### src/aldfc_pkg.sv
package aldfc_pkg;
   // ***************************************************
   // register byte offsets
   // ***************************************************
   localparam logic [7:0] OFF_LOOP_FILTER = 8'h00;
   localparam logic [7:0] OFF_THIRD_POLE  = 8'h04;
   localparam logic [7:0] OFF_LOCK_DET    = 8'h08;
   localparam logic [7:0] OFF_THRESH      = 8'h0C;
   localparam logic [7:0] OFF_STATUS      = 8'h10;

   // reset values and writable masks
   localparam logic [7:0]  RST_LOOP_FILTER = 8'h76;
   localparam logic [7:0]  RST_THIRD_POLE  = 8'h37;
   localparam logic [15:0] RST_LOCK_DET    = 16'h0180;
   localparam logic [7:0]  RST_THRESH      = 8'h88;
   localparam logic [7:0]  MASK_THIRD_POLE = 8'hF7;
   localparam logic [15:0] MASK_LOCK_DET   = 16'h03FF;

   // ***************************************************
   // field positions
   // ***************************************************
   localparam int CODE3_W         = 3;
   localparam int CODE4_W         = 4;
   localparam int LF_VCO_BYP_BIT  = 7;
   localparam int LF_CP_LSB       = 4;
   localparam int LF_RES_LSB      = 0;
   localparam int TP_BYP_BIT      = 7;
   localparam int TP_RES_LSB      = 4;
   localparam int TP_CAP_LSB      = 0;
   localparam int LD_RAW_PIN_BIT  = 9;
   localparam int LD_PREC_EN_BIT  = 8;
   localparam int LD_TIMER_LSB    = 6;
   localparam int LD_TIMER_W      = 2;
   localparam int LD_STICKY_BIT   = 5;
   localparam int LD_CALGATE_BIT  = 4;
   localparam int LD_DISABLE_BIT  = 3;
   localparam int LD_RC_LSB       = 0;
   localparam int TH_HIGH_LSB     = 4;
   localparam int TH_LOW_LSB      = 0;
   localparam int ST_LOCK_BIT     = 0;
   localparam int ST_RAW_BIT      = 1;
   localparam int ST_CAL_DONE_BIT = 2;
   localparam int ST_INT_MODE_BIT = 3;

   // ***************************************************
   // lock timer
   // ***************************************************
   localparam int          LOCK_CNT_W     = 16;
   localparam logic [15:0] LOCK_CYC_SHORT = 16'h023A; // 570 cycles
   localparam logic [1:0]  TMR_NONE       = 2'h0;
   localparam logic [1:0]  TMR_SHORT      = 2'h1;
   localparam logic [1:0]  TMR_MID        = 2'h2;
   localparam logic [1:0]  FB_ORDER_INT   = 2'h0;
endpackage

### src/aldfc_debounce.sv
`timescale 1ns/10ps
`default_nettype none
module aldfc_debounce (
   input  wire logic                            pclk,    // clock
   input  wire logic                            presetn, // async reset
   input  wire logic                            run,     // detector runs
   input  wire logic                            raw_in,  // raw lock
   input  wire logic [aldfc_pkg::LOCK_CNT_W-1:0] limit,   // interval
   output var  logic                            q        // debounced
);
   import aldfc_pkg::*;

   typedef struct packed {
      logic [LOCK_CNT_W-1:0] cnt;
      logic                  q;
   } aldfc_deb_s;

   aldfc_deb_s st;
   aldfc_deb_s next_st;

   // any drop restarts the count from zero
   always_comb begin
      next_st = st;
      if (!run || !raw_in) begin
         next_st.cnt = '0;
         next_st.q   = 1'b0;
      end else if (st.cnt >= limit) begin
         next_st.q = 1'b1;
      end else begin
         next_st.cnt = st.cnt + 1'b1;
      end
   end

   always_ff @(posedge pclk or negedge presetn) begin
      if (!presetn) begin
         st <= '0;
      end else begin
         st <= next_st;
      end
   end

   assign q = st.q;
endmodule
`default_nettype wire

### src/aldfc_hold.sv
`timescale 1ns/10ps
`default_nettype none
module aldfc_hold (
   input  wire logic pclk,     // clock
   input  wire logic presetn,  // async reset
   input  wire logic disable_det, // detector disabled
   input  wire logic sticky,   // one-time lock
   input  wire logic deb_lock, // debounced lock
   output var  logic lock      // qualified lock
);
   typedef struct packed {
      logic lock;
   } aldfc_hold_s;

   aldfc_hold_s st;
   aldfc_hold_s next_st;

   // disable forces lock; sticky keeps it once set
   always_comb begin
      next_st = st;
      if (disable_det) begin
         next_st.lock = 1'b1;
      end else if (sticky && st.lock) begin
         next_st.lock = 1'b1;
      end else begin
         next_st.lock = deb_lock;
      end
   end

   always_ff @(posedge pclk or negedge presetn) begin
      if (!presetn) begin
         st <= '0;
      end else begin
         st <= next_st;
      end
   end

   assign lock = st.lock;
endmodule
`default_nettype wire

### src/aldfc_top.sv
// Decided for this implementation: the register offsets and the APB slave port.
`timescale 1ns/10ps
`default_nettype none
module aldfc_top #(
   parameter int unsigned LOCK_CYC_MID  = 5700,  // timer code 2
   parameter int unsigned LOCK_CYC_LONG = 57000  // timer code 3
) (
   input  wire logic        pclk,               // apb clock
   input  wire logic        presetn,            // async reset, low
   input  wire logic        psel,               // apb select
   input  wire logic        penable,            // apb enable
   input  wire logic        pwrite,             // apb direction
   input  wire logic [7:0]  paddr,              // apb byte address
   input  wire logic [31:0] pwdata,             // apb write data
   output var  logic [31:0] prdata,             // apb read data
   output var  logic        pready,             // apb ready
   output var  logic        pslverr,            // apb error
   input  wire logic        raw_lock_precision, // precision detector
   input  wire logic        raw_lock_original,  // original detector
   input  wire logic        vco_cal_done,       // calibration finished
   input  wire logic [1:0]  fb_sdm_order,       // feedback modulator
   output var  logic        lock_pin,           // status pin
   output var  logic        vco_filter_bypass,  // vco filter bypass
   output var  logic [2:0]  pole_capacitor_code,  // loop pole cap
   output var  logic [3:0]  loop_resistor_code,   // loop resistor
   output var  logic        third_pole_bypass,    // 3rd pole bypass
   output var  logic [2:0]  third_pole_resistor,  // 3rd pole res
   output var  logic [2:0]  third_pole_capacitor, // 3rd pole cap
   output var  logic        precision_lock_en,    // precision enable
   output var  logic [3:0]  precision_high_threshold, // high thresh
   output var  logic [3:0]  precision_low_threshold,  // low thresh
   output var  logic [2:0]  lock_rc_resistor      // lock rc res
);
   import aldfc_pkg::*;

   // ***************************************************
   // state
   // ***************************************************
   typedef struct packed {
      logic [7:0]  loop_filter;
      logic [7:0]  third_pole;
      logic [15:0] lock_det;
      logic [7:0]  thresh;
      logic [31:0] prdata;
      logic        pready;
      logic        pslverr;
      logic        lock_pin;
   } aldfc_regs_s;

   aldfc_regs_s st;
   aldfc_regs_s next_st;

   logic                  raw_sel;
   logic                  det_run;
   logic                  deb_lock;
   logic                  qual_lock;
   logic [LOCK_CNT_W-1:0] limit;
   logic                  setup;
   logic                  wr_go;
   logic [31:0]           rd_val;
   logic                  rd_hit;

   // ***************************************************
   // decode helpers
   // ***************************************************
   // timer code to cycle count; long counts are parameters
   function automatic logic [LOCK_CNT_W-1:0] timer_limit(
      input logic [1:0] code
   );
      logic [LOCK_CNT_W-1:0] r;
      r = LOCK_CNT_W'(LOCK_CYC_LONG);
      unique case (code)
         TMR_NONE:  r = '0;
         TMR_SHORT: r = LOCK_CYC_SHORT;
         TMR_MID:   r = LOCK_CNT_W'(LOCK_CYC_MID);
         default:   r = LOCK_CNT_W'(LOCK_CYC_LONG);
      endcase
      return r;
   endfunction

   // mapped-address check, shared by read and write paths
   function automatic logic addr_hit(input logic [7:0] a);
      return a == OFF_LOOP_FILTER || a == OFF_THIRD_POLE ||
             a == OFF_LOCK_DET || a == OFF_THRESH ||
             a == OFF_STATUS;
   endfunction

   // ***************************************************
   // lock path
   // ***************************************************
   // selected raw lock
   assign raw_sel = st.lock_det[LD_PREC_EN_BIT] ?
                    raw_lock_precision : raw_lock_original;

   // calibration gating of the detector
   assign det_run = st.lock_det[LD_CALGATE_BIT] | vco_cal_done;

   assign limit = timer_limit(
      st.lock_det[LD_TIMER_LSB +: LD_TIMER_W]);

   aldfc_debounce u_deb (
      .pclk    (pclk),
      .presetn (presetn),
      .run     (det_run),
      .raw_in  (raw_sel),
      .limit   (limit),
      .q       (deb_lock)
   );

   aldfc_hold u_hold (
      .pclk        (pclk),
      .presetn     (presetn),
      .disable_det (st.lock_det[LD_DISABLE_BIT]),
      .sticky      (st.lock_det[LD_STICKY_BIT]),
      .deb_lock    (deb_lock),
      .lock        (qual_lock)
   );

   // ***************************************************
   // apb slave
   // ***************************************************
   // one wait-free access: ready is raised in setup so the
   // access phase always completes in a single cycle
   assign setup = psel && !penable;
   assign wr_go = psel && penable && st.pready && pwrite;

   // read mux; narrow registers sit in low bits
   always_comb begin
      rd_val = '0;
      rd_hit = addr_hit(paddr);
      unique case (paddr)
         OFF_LOOP_FILTER: rd_val[7:0]  = st.loop_filter;
         OFF_THIRD_POLE:  rd_val[7:0]  = st.third_pole;
         OFF_LOCK_DET:    rd_val[15:0] = st.lock_det;
         OFF_THRESH:      rd_val[7:0]  = st.thresh;
         OFF_STATUS: begin
            rd_val[ST_LOCK_BIT]     = qual_lock;
            rd_val[ST_RAW_BIT]      = raw_sel;
            rd_val[ST_CAL_DONE_BIT] = vco_cal_done;
            rd_val[ST_INT_MODE_BIT] =
               fb_sdm_order == FB_ORDER_INT;
         end
         default: rd_val = '0;
      endcase
   end

   // register updates, bus answer and pin select
   always_comb begin
      next_st = st;
      next_st.pready = setup;
      if (setup) begin
         next_st.pslverr = !rd_hit;
         next_st.prdata  = pwrite ? '0 : rd_val;
      end
      if (wr_go) begin
         unique case (paddr)
            OFF_LOOP_FILTER: next_st.loop_filter =
               pwdata[7:0];
            OFF_THIRD_POLE: next_st.third_pole =
               pwdata[7:0] & MASK_THIRD_POLE;
            OFF_LOCK_DET: next_st.lock_det =
               pwdata[15:0] & MASK_LOCK_DET;
            OFF_THRESH: next_st.thresh = pwdata[7:0];
            default: next_st.thresh = st.thresh;
         endcase
      end
      next_st.lock_pin = st.lock_det[LD_RAW_PIN_BIT] ?
                         raw_sel : qual_lock;
   end

   always_ff @(posedge pclk or negedge presetn) begin
      if (!presetn) begin
         st             <= '0;
         st.loop_filter <= RST_LOOP_FILTER;
         st.third_pole  <= RST_THIRD_POLE;
         st.lock_det    <= RST_LOCK_DET;
         st.thresh      <= RST_THRESH;
      end else begin
         st <= next_st;
      end
   end

   // ***************************************************
   // outputs, all straight from state flops
   // ***************************************************
   // third-pole bypass is passed as written; integer mode
   // is software's duty, status shows it for checking
   assign prdata  = st.prdata;
   assign pready  = st.pready;
   assign pslverr = st.pslverr;
   assign lock_pin = st.lock_pin;
   assign vco_filter_bypass    = st.loop_filter[LF_VCO_BYP_BIT];
   assign pole_capacitor_code  =
      st.loop_filter[LF_CP_LSB +: CODE3_W];
   assign loop_resistor_code   =
      st.loop_filter[LF_RES_LSB +: CODE4_W];
   assign third_pole_bypass    = st.third_pole[TP_BYP_BIT];
   assign third_pole_resistor  =
      st.third_pole[TP_RES_LSB +: CODE3_W];
   assign third_pole_capacitor =
      st.third_pole[TP_CAP_LSB +: CODE3_W];
   assign precision_lock_en    = st.lock_det[LD_PREC_EN_BIT];
   assign precision_high_threshold =
      st.thresh[TH_HIGH_LSB +: CODE4_W];
   assign precision_low_threshold  =
      st.thresh[TH_LOW_LSB +: CODE4_W];
   assign lock_rc_resistor =
      st.lock_det[LD_RC_LSB +: CODE3_W];
endmodule
`default_nettype wire

### config.mk
export PLATFORM = sky130hd
export DESIGN_NAME = aldfc_top
export DESIGN_NICKNAME = d
export VERILOG_FILES = /design/src/aldfc_pkg.sv /design/src/aldfc_debounce.sv /design/src/aldfc_hold.sv /design/src/aldfc_top.sv
export SDC_FILE = /design/constraint.sdc
export NUM_CORES = 1
export LEC_CHECK = 0
export BUFFER_PORTS_ARGS = -buffer_cell sky130_fd_sc_hd__buf_2
export CAP_MARGIN = 30
export CORE_ASPECT_RATIO = 1.1
export CORE_MARGIN = 2
export CORE_UTILIZATION = 40
export DETAILED_ROUTE_END_ITERATION = 8
export GPL_TIMING_DRIVEN = 1
export PLACE_DENSITY = 0.74
export SLEW_MARGIN = 20
export SYNTH_ARGS = -nofsm -noshare
export SYNTH_HDL_FRONTEND = slang
export SYNTH_SLANG_ARGS = --single-unit
### constraint.sdc
create_clock -name pclk -period 3.28 [get_ports pclk]
set_input_delay 0.656 -clock pclk [delete_from_list [all_inputs] [get_ports pclk]]
set_output_delay 0.656 -clock pclk [all_outputs]
set_load 0.02 [all_outputs]
==> results by group, run 1 <==
GRT
  • Largest net degree at the start of global routing: 30
  • First-pass GRT wire length: 12.89 mm
  • Met3 Usage GRT: 3.389%
  • All-Layer GR Usage: 16.71%
  • Gr busiest metal: met2
  • Number of global-route vias before repair: 2653
  • Grt met1 use: 22.10%
  • Total grt overflow: 0
  • Met2 usage: 26.17%
  • Initial antenna violation count: 0

Routing
  • Vias per cell: 5.202
  • Number of nets still failing antenna checks after routing: 0
  • Drt initial violations: 136
  • TritonRoute pass-1 iters: 6
  • Average routed wire per standard cell: 15.53 um
  • WL final: 7.999 mm
  • Detailed-route DRC error count: 0
  • Detailed-route via count: 2679

Clock tree
  • CTS sink cnt: 64
  • H-tree depth: 3
  • Postcts setup bufs: 0
  • TritonCTS buffer count: 9
  • CTS tree: yes
  • CTS resizes: 0
  • Clock latency at the later pin of the worst-skew pair: 350 ps
  • CTS Root Cell: clkbuf_8
  • Hold Buf Count CTS: 0
  • Clock slew at reported path FFs: 70 ps
  • CTS max path bufs: 2

Worst setup path
  • Reg2Reg Launch Point: st[50]
  • Setup crit start: st[50]
  • Worst reg2reg path depth: 8
  • CP endpoint: u_deb.st[9]
  • Required time of the worst setup path: 3550 ps
  • Startpoint Class: flip-flop
  • Critical register-to-register path endpoint: u_deb.st[9]
  • Crit end category: flip-flop
  • CP Class: reg2reg
  • CP arrival: 2980 ps
  • Crit-path max FO: 20
  • R2R Setup Slk: 570 ps

Logic synthesis
  • Synth Area in XOR/XNOR: 0.9447%
  • Post-Synth Adder-Cell Area: 4.049%
  • Top FF cell, synth: dfrtp_1
  • Share of the yosys chip area belonging to registers: 43.66%
  • Post-synthesis mux area share: 11.64%
  • Post-synth ARST share: 100.0%
  • Syn Area/Cell: 10.30 um2
  • EDFF count, synth: 0
  • Synth area leader: dfrtp_1
  • Largest family of logic cells by synthesized area: buffers and inverters
  • Top post-synthesis cells by area: dfrtp_1, buf_4, dfstp_2
  • Share of the synthesized area in the top cell type: 33.74%
  • Yosys cell types: 49
  • Ys Warns: 0
  • Synthesized instance count: 360
  • Mapped Area: 3709 um2
  • Post-synthesis simple-gate area fraction: 12.96%
  • Synthesis-stage register bit count: 64
  • Synth Area in Compound Gates: 11.44%

Floorplan
  • Core ar.: 8919 um2
  • DIE AREA: 10060 um2
  • Boundary Pins: 112
  • Overall die height: 105.0 um
  • Initial Utilization: 41.58%
  • Core Rows: 36
  • Die Span X: 95.81 um

STA
  • Crit share post-route: 82.65%
  • Fmax achieved: 0.3689 GHz
  • RSZ-0062 raised after global routing: false
  • Setup TNS Final: 0 ps
  • Rel. slew slack: 61.11%
  • Worst Max-Slew Pin Slew: 583.4 ps
  • Final setup vio count: 0
  • Fin. max-slew vios: 0
  • Post-route minimum period: 2711 ps
  • Final Hold Vio Count: 0
  • Layout Skew: 9.540 ps

Placed design
  • Placed cells: 498
  • Dpl hpwl: 5.948 mm
  • Buffers on Ports: 67
  • GP Congestion: 0.8184

Final layout
  • Number of diodes: 0
  • Number of nets in the layout: 458
  • Highest-count cells in the layout ignoring fill and taps: buf_2, dfrtp_1, nand2_1, mux2_2, a21oi_1
  • Most common cell after layout, fill and taps aside: buf_2
  • Post-route insts no fill: 515
  • Post-synthesis to final-layout area growth: 7.659%
  • Layout cells sized above 1: 35.16%

Pwr
  • Power density over the cells: 394.6 nW/um2
  • Worst vdd ir: 0.0001996 V
  • Total chip power: 1.576 mW
  • Leakage power: 2.043 nW

Run status
  • Outcome: completed

Run
  • Maxcap violations: 0

Hold path
  • Worst Hold Class: in2async
==> worst min path at each step <==
stage | cells past startpoint | to
after floorplan | 0 | lock_pin
after global placement | 1 | u_hold.lock
after detailed placement | 1 | u_hold.lock
after CTS | 1 | precision_high_threshold[0]
after global routing | 1 | precision_high_threshold[0]
final | 1 | precision_high_threshold[0]
==> per-stage QoR <==
step	worst slack (ps)	utilization [%]	hold slack [ps]	instance area, um2
2_1_floorplan	989.4	-	360.4	3787
3_3_place_gp	506.1	42.42	448.0	3784
3_5_place_dp	426.5	42.42	462.1	3784
4_1_cts	366.9	44.64	235.7	3981
5_1_grt	415.2	44.77	255.5	3993
6_report	569.0	44.77	231.3	3993
==> cell type report <==
cell class / count / area, um2
inverters: 12 / 45.04
clock inverters: 5 / 56.30
multi-input cells: 236 / 1604
well taps: 114 / 142.6
repair buffers: 73 / 384.1
fillers: 863 / 4926
flip-flops and latches: 64 / 1619
clock buffers: 11 / 141.4
==> routing by layer <==
metal / up-vias / share of wire [%]
li1: 1263 / -
met1: 1323 / 43
met2: 83 / 49
met3: 10 / 5.6
met4: 0 / 1.8
met5: - / 0
==> kinds of logic (layout without fill, tap and decap cells) <==
kind of cell               Yosys count  after routing
DFF                                 64             64
xor gates and xnor gates             4              4
adders and majority gates           12             12
other                                1             22
muxes                               37             37
buffers and inverters               81            101
AOI/OAI and AO/OA                   67             67
and+or+nand+nor                     94             94
==> cells in the mapped netlist (5+ instances only) <==
| cell | number |
|---|---|
| a21oi_1 | 23 |
| and3_1 | 6 |
| buf_4 | 58 |
| clkbuf_1 | 5 |
| dfrtp_1 | 50 |
| dfstp_2 | 14 |
| ha_1 | 12 |
| inv_1 | 11 |
| mux2_2 | 25 |
| mux2_4 | 6 |
| mux2i_1 | 6 |
| nand2_1 | 31 |
| nand3_1 | 12 |
| nor2_1 | 14 |
| o21ai_0 | 16 |
| or3_1 | 13 |
==> registers in the layout, indices dropped and copies added (netlist names) <==
register	count
st	6
third_pole_bypass	1
precision_low_threshold	4
u_deb.q	1
precision_lock_en	1
vco_filter_bypass	1
pready	1
u_deb.st	16
third_pole_resistor	3
pslverr	1
lock_rc_resistor	3
loop_resistor_code	4
lock_pin	1
u_hold.lock	1
third_pole_capacitor	3
precision_high_threshold	4
pole_capacitor_code	3
prdata	10
==> power breakdown <==
group / switching [mW] / internal, mW / total [mW]
Clock: 0.306 / 0.370 / 0.676
Sequential: 0.00430 / 0.796 / 0.800
Combinational: 0.0733 / 0.0259 / 0.0992
==> critical path, stage by stage, from the launching register on <==
cell	delay, ps
dfstp_2	620
nand2_1	150
ha_1	320
a31o_1	230
a211oi_2	290
o211ai_2	270
buf_6	240
or3_1	350
a21oi_1	160
No activity file was read; power rests on OpenSTA's default activity.
==> run 2: changes to the inputs <==
--- a/config.mk
+++ b/config.mk
@@ -5,6 +5,7 @@
 export SDC_FILE = /design/constraint.sdc
 export NUM_CORES = 1
 export LEC_CHECK = 0
+export ABC_AREA = 1
 export BUFFER_PORTS_ARGS = -buffer_cell sky130_fd_sc_hd__buf_2
 export CAP_MARGIN = 30
 export CORE_ASPECT_RATIO = 1.1
@@ -12,7 +13,7 @@
 export CORE_UTILIZATION = 40
 export DETAILED_ROUTE_END_ITERATION = 8
 export GPL_TIMING_DRIVEN = 1
-export PLACE_DENSITY = 0.74
+export PLACE_DENSITY = 0.73
 export SLEW_MARGIN = 20
 export SYNTH_ARGS = -nofsm -noshare
 export SYNTH_HDL_FRONTEND = slang
==> constraint.sdc (replaced) <==
create_clock -name pclk -period 2.7 [get_ports pclk]
set_input_delay 0.54 -clock pclk [delete_from_list [all_inputs] [get_ports pclk]]
set_output_delay 0.54 -clock pclk [all_outputs]
set_load 0.02 [all_outputs]
==> results by group, run 2 <==
Pwr
  • Worst vdd ir: 0.0001941 V (-2.8%)
  • Total chip power: 1.947 mW (+24%)
  • Leakage power: 2.397 nW (+17%)
  • Power density over the cells: 444.1 nW/um2 (+13%)

Floorplan
  • Die Span X: 100.4 um (+4.7%)
  • Core ar.: 9889 um2 (+11%)
  • DIE AREA: 11040 um2 (+9.7%)
  • Core Rows: 38 (+5.6%)
  • Overall die height: 110.0 um (+4.8%)
  • Initial Utilization: 41.31% (-0.27 points)
  • Boundary Pins: 112 (unchanged)

Logic synthesis
  • Share of the synthesized area in the top cell type: 30.63% (-3.1 points)
  • Count leader, synth: nand2_1
  • Post-synthesis mux area share: 0.2757% (-11 points)
  • Yosys cell types: 34 (-31%)
  • Ys Warns: 0 (unchanged)
  • Top FF cell, synth: dfrtp_1
  • Syn Area/Cell: 7.482 um2 (-27%)
  • Top post-synthesis cells by area: dfrtp_1, nand2_1, buf_4
  • Share of the yosys chip area belonging to registers: 39.63% (-4.0 points)
  • EDFF count, synth: 0 (unchanged)
  • Largest family of logic cells by synthesized area: simple AND/OR/NAND/NOR gates
  • Synthesized instance count: 546 (+52%)
  • Synth top cells by count: nand2_1, buf_4, inv_1
  • Synth Area in XOR/XNOR: 1.501% (+0.56 points)
  • Synth area leader: dfrtp_1
  • Synth Area in Compound Gates: 8.147% (-3.3 points)
  • Post-Synth Adder-Cell Area: 3.675% (-0.37 points)
  • Synthesis-stage register bit count: 64 (unchanged)
  • Post-synth ARST share: 100.0% (unchanged)
  • Post-synthesis simple-gate area fraction: 28.58% (+16 points)
  • Mapped Area: 4085 um2 (+10%)

Run status
  • Outcome: completed

Routing
  • Detailed-route via count: 3499 (+31%)
  • Average routed wire per standard cell: 13.10 um (-16%)
  • Detailed-route DRC error count: 0 (unchanged)
  • Vias per cell: 4.970 (-4.5%)
  • Number of nets still failing antenna checks after routing: 0 (unchanged)
  • Drt initial violations: 281 (+110%)
  • TritonRoute pass-1 iters: 5 (-1)
  • WL final: 9.221 mm (+15%)

Worst setup path
  • Crit end category: flip-flop
  • Critical path's slowest cell: dfstp_2
  • Required time of the worst setup path: 2990 ps (-560 ps)
  • Top delay family on crit path: simple AND/OR/NAND/NOR gates
  • Crit-path cells: nand2_1, ha_1, nand2_1, nor2_1, nand2_2, nor2_1, nand2_2, nand2_4, nand3_1, nand2_1
  • CP arrival: 2720 ps (-260 ps)
  • CP Class: reg2reg
  • WP buf/inv: 0 (-1)
  • Crit-path max FO: 18 (-10%)
  • Crit path largest cell delay: 650 ps (+30 ps)
  • Most used cell, CP: nand2_1
  • Startpoint Class: flip-flop

Clock tree
  • CTS max path bufs: 2 (unchanged)
  • Clock slew at reported path FFs: 80 ps (about the same)
  • CTS tree: yes
  • CTS resizes: 0 (unchanged)
  • TritonCTS buffer count: 9 (unchanged)
  • CTS Root Cell: clkbuf_8
  • CTS sink cnt: 64 (unchanged)
  • Clock latency at the later pin of the worst-skew pair: 360 ps (about the same)
  • H-tree depth: 3 (unchanged)
  • Hold Buf Count CTS: 0 (unchanged)
  • Postcts setup bufs: 0 (unchanged)

GRT
  • Number of global-route vias before repair: 3299 (+24%)
  • All-Layer GR Usage: 18.14% (+1.4 points)
  • Initial antenna violation count: 0 (unchanged)
  • Total grt overflow: 0 (unchanged)
  • Largest net degree at the start of global routing: 39 (+30%)
  • First-pass GRT wire length: 15.74 mm (+22%)

STA
  • Final setup vio count: 0 (unchanged)
  • Layout Skew: 10.34 ps (+0.7955 ps)
  • Worst Max-Slew Pin Slew: 626.0 ps (+42.57 ps)
  • Fmax achieved: 0.4113 GHz (+12%)
  • Post-route minimum period: 2431 ps (-279.7 ps)
  • Rel. slew slack: 58.27% (-2.8 points)
  • Fin. max-slew vios: 0 (unchanged)
  • Final Hold Vio Count: 0 (unchanged)
  • Final WS setup: 268.6 ps (-300.3 ps)
  • RSZ-0062 raised after global routing: false
  • Setup TNS Final: 0 ps (unchanged)
  • Crit share post-route: 90.05% (+7.4 points)

Hold path
  • Worst Hold Class: in2async

Placed design
  • Dpl hpwl: 6.872 mm (+16%)
  • Place WS: 339.1 ps (-87.40 ps)
  • GP Congestion: 0.9024 (+10%)
  • Buffers on Ports: 67 (unchanged)
  • Placed cells: 688 (+38%)

Final layout
  • Biggest register: u_deb.st
  • Number of diodes: 0 (unchanged)
  • Most common cell after layout, fill and taps aside: nand2_1
  • Largest register FFs: 16 (unchanged)
  • Number of nets in the layout: 641 (+40%)
  • Layout cells sized above 1: 20.03% (-15 points)
  • Post-route insts no fill: 704 (+37%)
  • Fillers: 1018 (+18%)
  • Post-synthesis to final-layout area growth: 7.289%
  • Highest-count cells in the layout ignoring fill and taps: nand2_1, buf_2, inv_1, dfrtp_1, o21ai_0

Run
  • Maxcap violations: 0 (unchanged)
[run 2: final timing paths]
path	from	endpoint	slack, ps	depth (start not counted)
worst max-delay path	st[50]	u_deb.st[4]	270	10
worst max register to register	st[50]	u_deb.st[4]	270	10
max in group asynchronous	presetn	pole_capacitor_code[2]	1830	2
worst min-delay path	presetn	precision_low_threshold[1]	190	1
worst min register to register	prdata[5]	prdata[5]	480	2
min in group pclk	penable	pready	370	2
[run 2: final cells by class]
cell class | instances | area (um2) | share of cell area (%)
Tap cell | 120 | 150.1 | 3.426
Clock buffer | 11 | 141.4 | 3.226
Sequential cell | 64 | 1619 | 36.94
Inverter | 64 | 240.2 | 5.481
Timing Repair Buffer | 70 | 370.4 | 8.450
Multi-Input combinational cell | 370 | 1805 | 41.19
Clock inverter | 5 | 56.30 | 1.285
[run 2: cell families (layout without fill, tap and decap cells)]
logic type	count (synthesis)	count (layout)
xor gates and xnor gates	7	7
muxes	1	1
DFF	64	64
buffers and inverters	133	150
AOI/OAI and AO/OA	61	61
adders and majority gates	12	12
other	1	22
and+or+nand+nor	267	267
[run 2: through the flow]
stage	util, %	instance area, um2	hold slack, ps
finish	44.32	4383	194.6
global route	44.32	4383	241.5
CTS	44.32	4383	199.5
detailed placement	42.32	4185	468.6
global placement	42.32	4185	462.1
floorplan	-	4164	244.4
[run 2: report_power, final]
group / internal, mW / switching (mW)
Clock: 0.450 / 0.388
Combinational: 0.0317 / 0.105
Sequential: 0.967 / 0.00446
[run 2: routing by layer]
metal	routed length [um]	vias to the layer above	GRT usage, %
met2	4237	105	29.05
met4	235	0	8.904
met3	442	20	2.270
met5	0	-	0
met1	4306	1633	24.43
li1	-	1741	-
==> run 3: changes to the inputs <==
--- a/config.mk
+++ b/config.mk
@@ -9,11 +9,10 @@
 export BUFFER_PORTS_ARGS = -buffer_cell sky130_fd_sc_hd__buf_2
 export CAP_MARGIN = 30
 export CORE_ASPECT_RATIO = 1.1
-export CORE_MARGIN = 2
-export CORE_UTILIZATION = 40
+export CORE_UTILIZATION = 53
 export DETAILED_ROUTE_END_ITERATION = 8
 export GPL_TIMING_DRIVEN = 1
-export PLACE_DENSITY = 0.73
+export PLACE_DENSITY = 0.9
 export SLEW_MARGIN = 20
 export SYNTH_ARGS = -nofsm -noshare
 export SYNTH_HDL_FRONTEND = slang
==> constraint.sdc (replaced) <==
create_clock -name pclk -period 2.6 [get_ports pclk]
set_input_delay 0.52 -clock pclk [delete_from_list [all_inputs] [get_ports pclk]]
set_output_delay 0.52 -clock pclk [all_outputs]
set_load 0.02 [all_outputs]
==> results by group, run 3 (synthesis gave the netlist of run 2 again) <==
Final layout
  • Post-synthesis to final-layout area growth: 7.320% (about the same)
  • Layout cells sized above 1: 20.34% (+0.31 points)
  • Number of diodes: 0 (unchanged)
  • Biggest register: u_deb.st
  • Highest-count cells in the layout ignoring fill and taps: nand2_1, buf_2, inv_1, dfrtp_1, o21ai_0
  • Number of nets in the layout: 642 (+0.16%)
  • Largest register FFs: 16 (unchanged)
  • Most common cell after layout, fill and taps aside: nand2_1

Worst setup path
  • Reg2Reg Launch Point: st[50]
  • Crit path largest cell delay: 630 ps (-20 ps)
  • Most used cell, CP: nand2_1
  • Crit end category: flip-flop
  • Critical path's slowest cell: dfstp_2
  • Top delay family on crit path: simple AND/OR/NAND/NOR gates
  • CP Class: reg2reg
  • Worst reg2reg path depth: 10 (unchanged)
  • Crit-path max FO: 18 (unchanged)
  • Critical register-to-register path endpoint: u_deb.st[5]
  • Crit-path cells: nand2_1, ha_1, nand2_1, nor2_1, nand2_2, nor2_1, nand2_4, nand2_4, nand3_1, nand2_1
  • CP arrival: 2610 ps (-110 ps)
  • R2R Setup Slk: 270 ps (about the same)
  • Required time of the worst setup path: 2880 ps (-110 ps)
  • Stages on worst setup path: 10 (unchanged)
  • WP buf/inv: 0 (unchanged)
  • Startpoint Class: flip-flop

Clock tree
  • Postcts setup bufs: 0 (unchanged)
  • TritonCTS buffer count: 9 (unchanged)
  • Clock latency at the later pin of the worst-skew pair: 350 ps (about the same)
  • CTS tree: yes
  • Hold Buf Count CTS: 0 (unchanged)
  • CTS Root Cell: clkbuf_8
  • Clock slew at reported path FFs: 70 ps (about the same)
  • CTS sink cnt: 64 (unchanged)
  • CTS max path bufs: 2 (unchanged)
  • H-tree depth: 3 (unchanged)

Routing
  • WL final: 9.136 mm (-0.92%)
  • Detailed-route DRC error count: 0 (unchanged)
  • TritonRoute pass-1 iters: 5 (unchanged)
  • Drt initial violations: 262 (-6.8%)
  • Vias per cell: 5.164 (+3.9%)
  • Average routed wire per standard cell: 13.24 um (+1.1%)
  • Detailed-route via count: 3563 (+1.8%)
  • Number of nets still failing antenna checks after routing: 0 (unchanged)

Floorplan
  • DIE AREA: 8064 um2 (-27%)
  • Overall die height: 94.08 um (-14%)
  • Initial Utilization: 54.66% (+13 points)
  • Die Span X: 85.71 um (-15%)
  • Core Rows: 33 (-13%)
  • Boundary Pins: 112 (unchanged)
  • Core ar.: 7473 um2 (-24%)

GRT
  • First-pass GRT wire length: 15.24 mm (-3.2%)
  • Number of global-route vias before repair: 3325 (+0.79%)
  • Total grt overflow: 0 (unchanged)
  • Initial antenna violation count: 0 (unchanged)
  • All-Layer GR Usage: 24.09% (+5.9 points)
  • Largest net degree at the start of global routing: 34 (-13%)

STA
  • Final setup vio count: 0 (unchanged)
  • Layout Skew: 12.99 ps (+2.650 ps)
  • Post-route minimum period: 2333 ps (-97.97 ps)
  • Crit share post-route: 89.75% (-0.30 points)
  • Final Hold Vio Count: 0 (unchanged)
  • Rel. slew slack: 59.62% (+1.4 points)
  • Fin. max-slew vios: 0 (unchanged)
  • Hold slack: 183.8 ps (-10.75 ps)
  • Setup TNS Final: 0 ps (unchanged)
  • RSZ-0062 raised after global routing: false
  • Fmax achieved: 0.4286 GHz (+4.2%)
  • Worst Max-Slew Pin Slew: 605.6 ps (-20.33 ps)

Pwr
  • Switching power: 0.5222 mW (+4.9%)
  • Power density over the cells: 463.6 nW/um2 (+4.4%)
  • Sw frac: 25.69% (+0.13 points)
  • Combinational power share: 7.1% (about the same)
  • Leakage power: 2.402 nW (+0.22%)
  • Clock share of power: 43.3% (+0.3 points)
  • Sequential power share: 49.6% (-0.3 points)
  • Int Pwr: 1.510 mW (+4.2%)
  • Worst vdd ir: 0.0003271 V (+68%)

Run status
  • Outcome: completed

Run
  • Maxcap violations: 0 (unchanged)

Placed design
  • GP Congestion: 0.8953 (-0.79%)
  • Buffers on Ports: 67 (unchanged)
  • Dpl hpwl: 6.710 mm (-2.4%)

Hold path
  • Worst Hold Class: in2async
run 3: changes by cell type in the layout (fill, tap and decap cells not counted), sizes merged:
cell / change
buf: +1
clkbuf: -1
clkinv: -1
clkinvlp: +1
inv: +1
run 3: final cells by class:
cell class	instances	area, um2
clock buffers	10	137.6
clock inverters	6	67.56
fillers	666	3089
inverters	64	240.2
multi-input cells	370	1810
flip-flops and latches	64	1619
well taps	105	131.4
repair buffers	71	377.9
run 3: power groups by stage:
| stage | registers (mW) | logic (mW) | clock network, mW |
|---|---|---|---|
| finish | 1.01 | 0.144 | 0.880 |
| global route | 1.01 | 0.160 | 0.931 |
| floorplan | 1.03 | 0.104 | 0 |
| global placement | 1.03 | 0.140 | 0 |
| detailed placement | 1.03 | 0.143 | 0 |
| CTS | 1.01 | 0.144 | 0.882 |
run 3: how the worst max path moves through the flow:
stage             endpoint  startpoint
2_1_floorplan  u_deb.st[4]      st[50]
3_3_place_gp   u_deb.st[2]      st[50]
3_5_place_dp   u_deb.st[5]      st[50]
4_1_cts        u_deb.st[5]      st[50]
5_1_grt        u_deb.st[5]      st[50]
6_report       u_deb.st[5]      st[50]
run 3: what timing repair did:
action                                  in CTS  in global routing
hold endpoints to repair                     0                  0
endpoints found under the setup margin       0                  1
resized for setup                            0                  1
run 3: routing by layer:
metal	part of all wire [%]	GRT usage, %
met1	44	31.01
met2	49	40.07
met3	5.2	4.218
met4	1.5	10.00
met5	0	0
run 3: stage by stage:
step	setup slack [ps]	instance area, um2	power [mW]	utilization [%]	instances
after floorplan	638.5	4164	1.135	-	567
after global placement	323.7	4174	1.166	55.85	674
after detailed placement	262.8	4174	1.170	55.85	674
after CTS	229.9	4379	2.034	58.60	690
after global routing	96.50	4384	2.100	58.66	690
final	266.6	4384	2.032	58.66	690
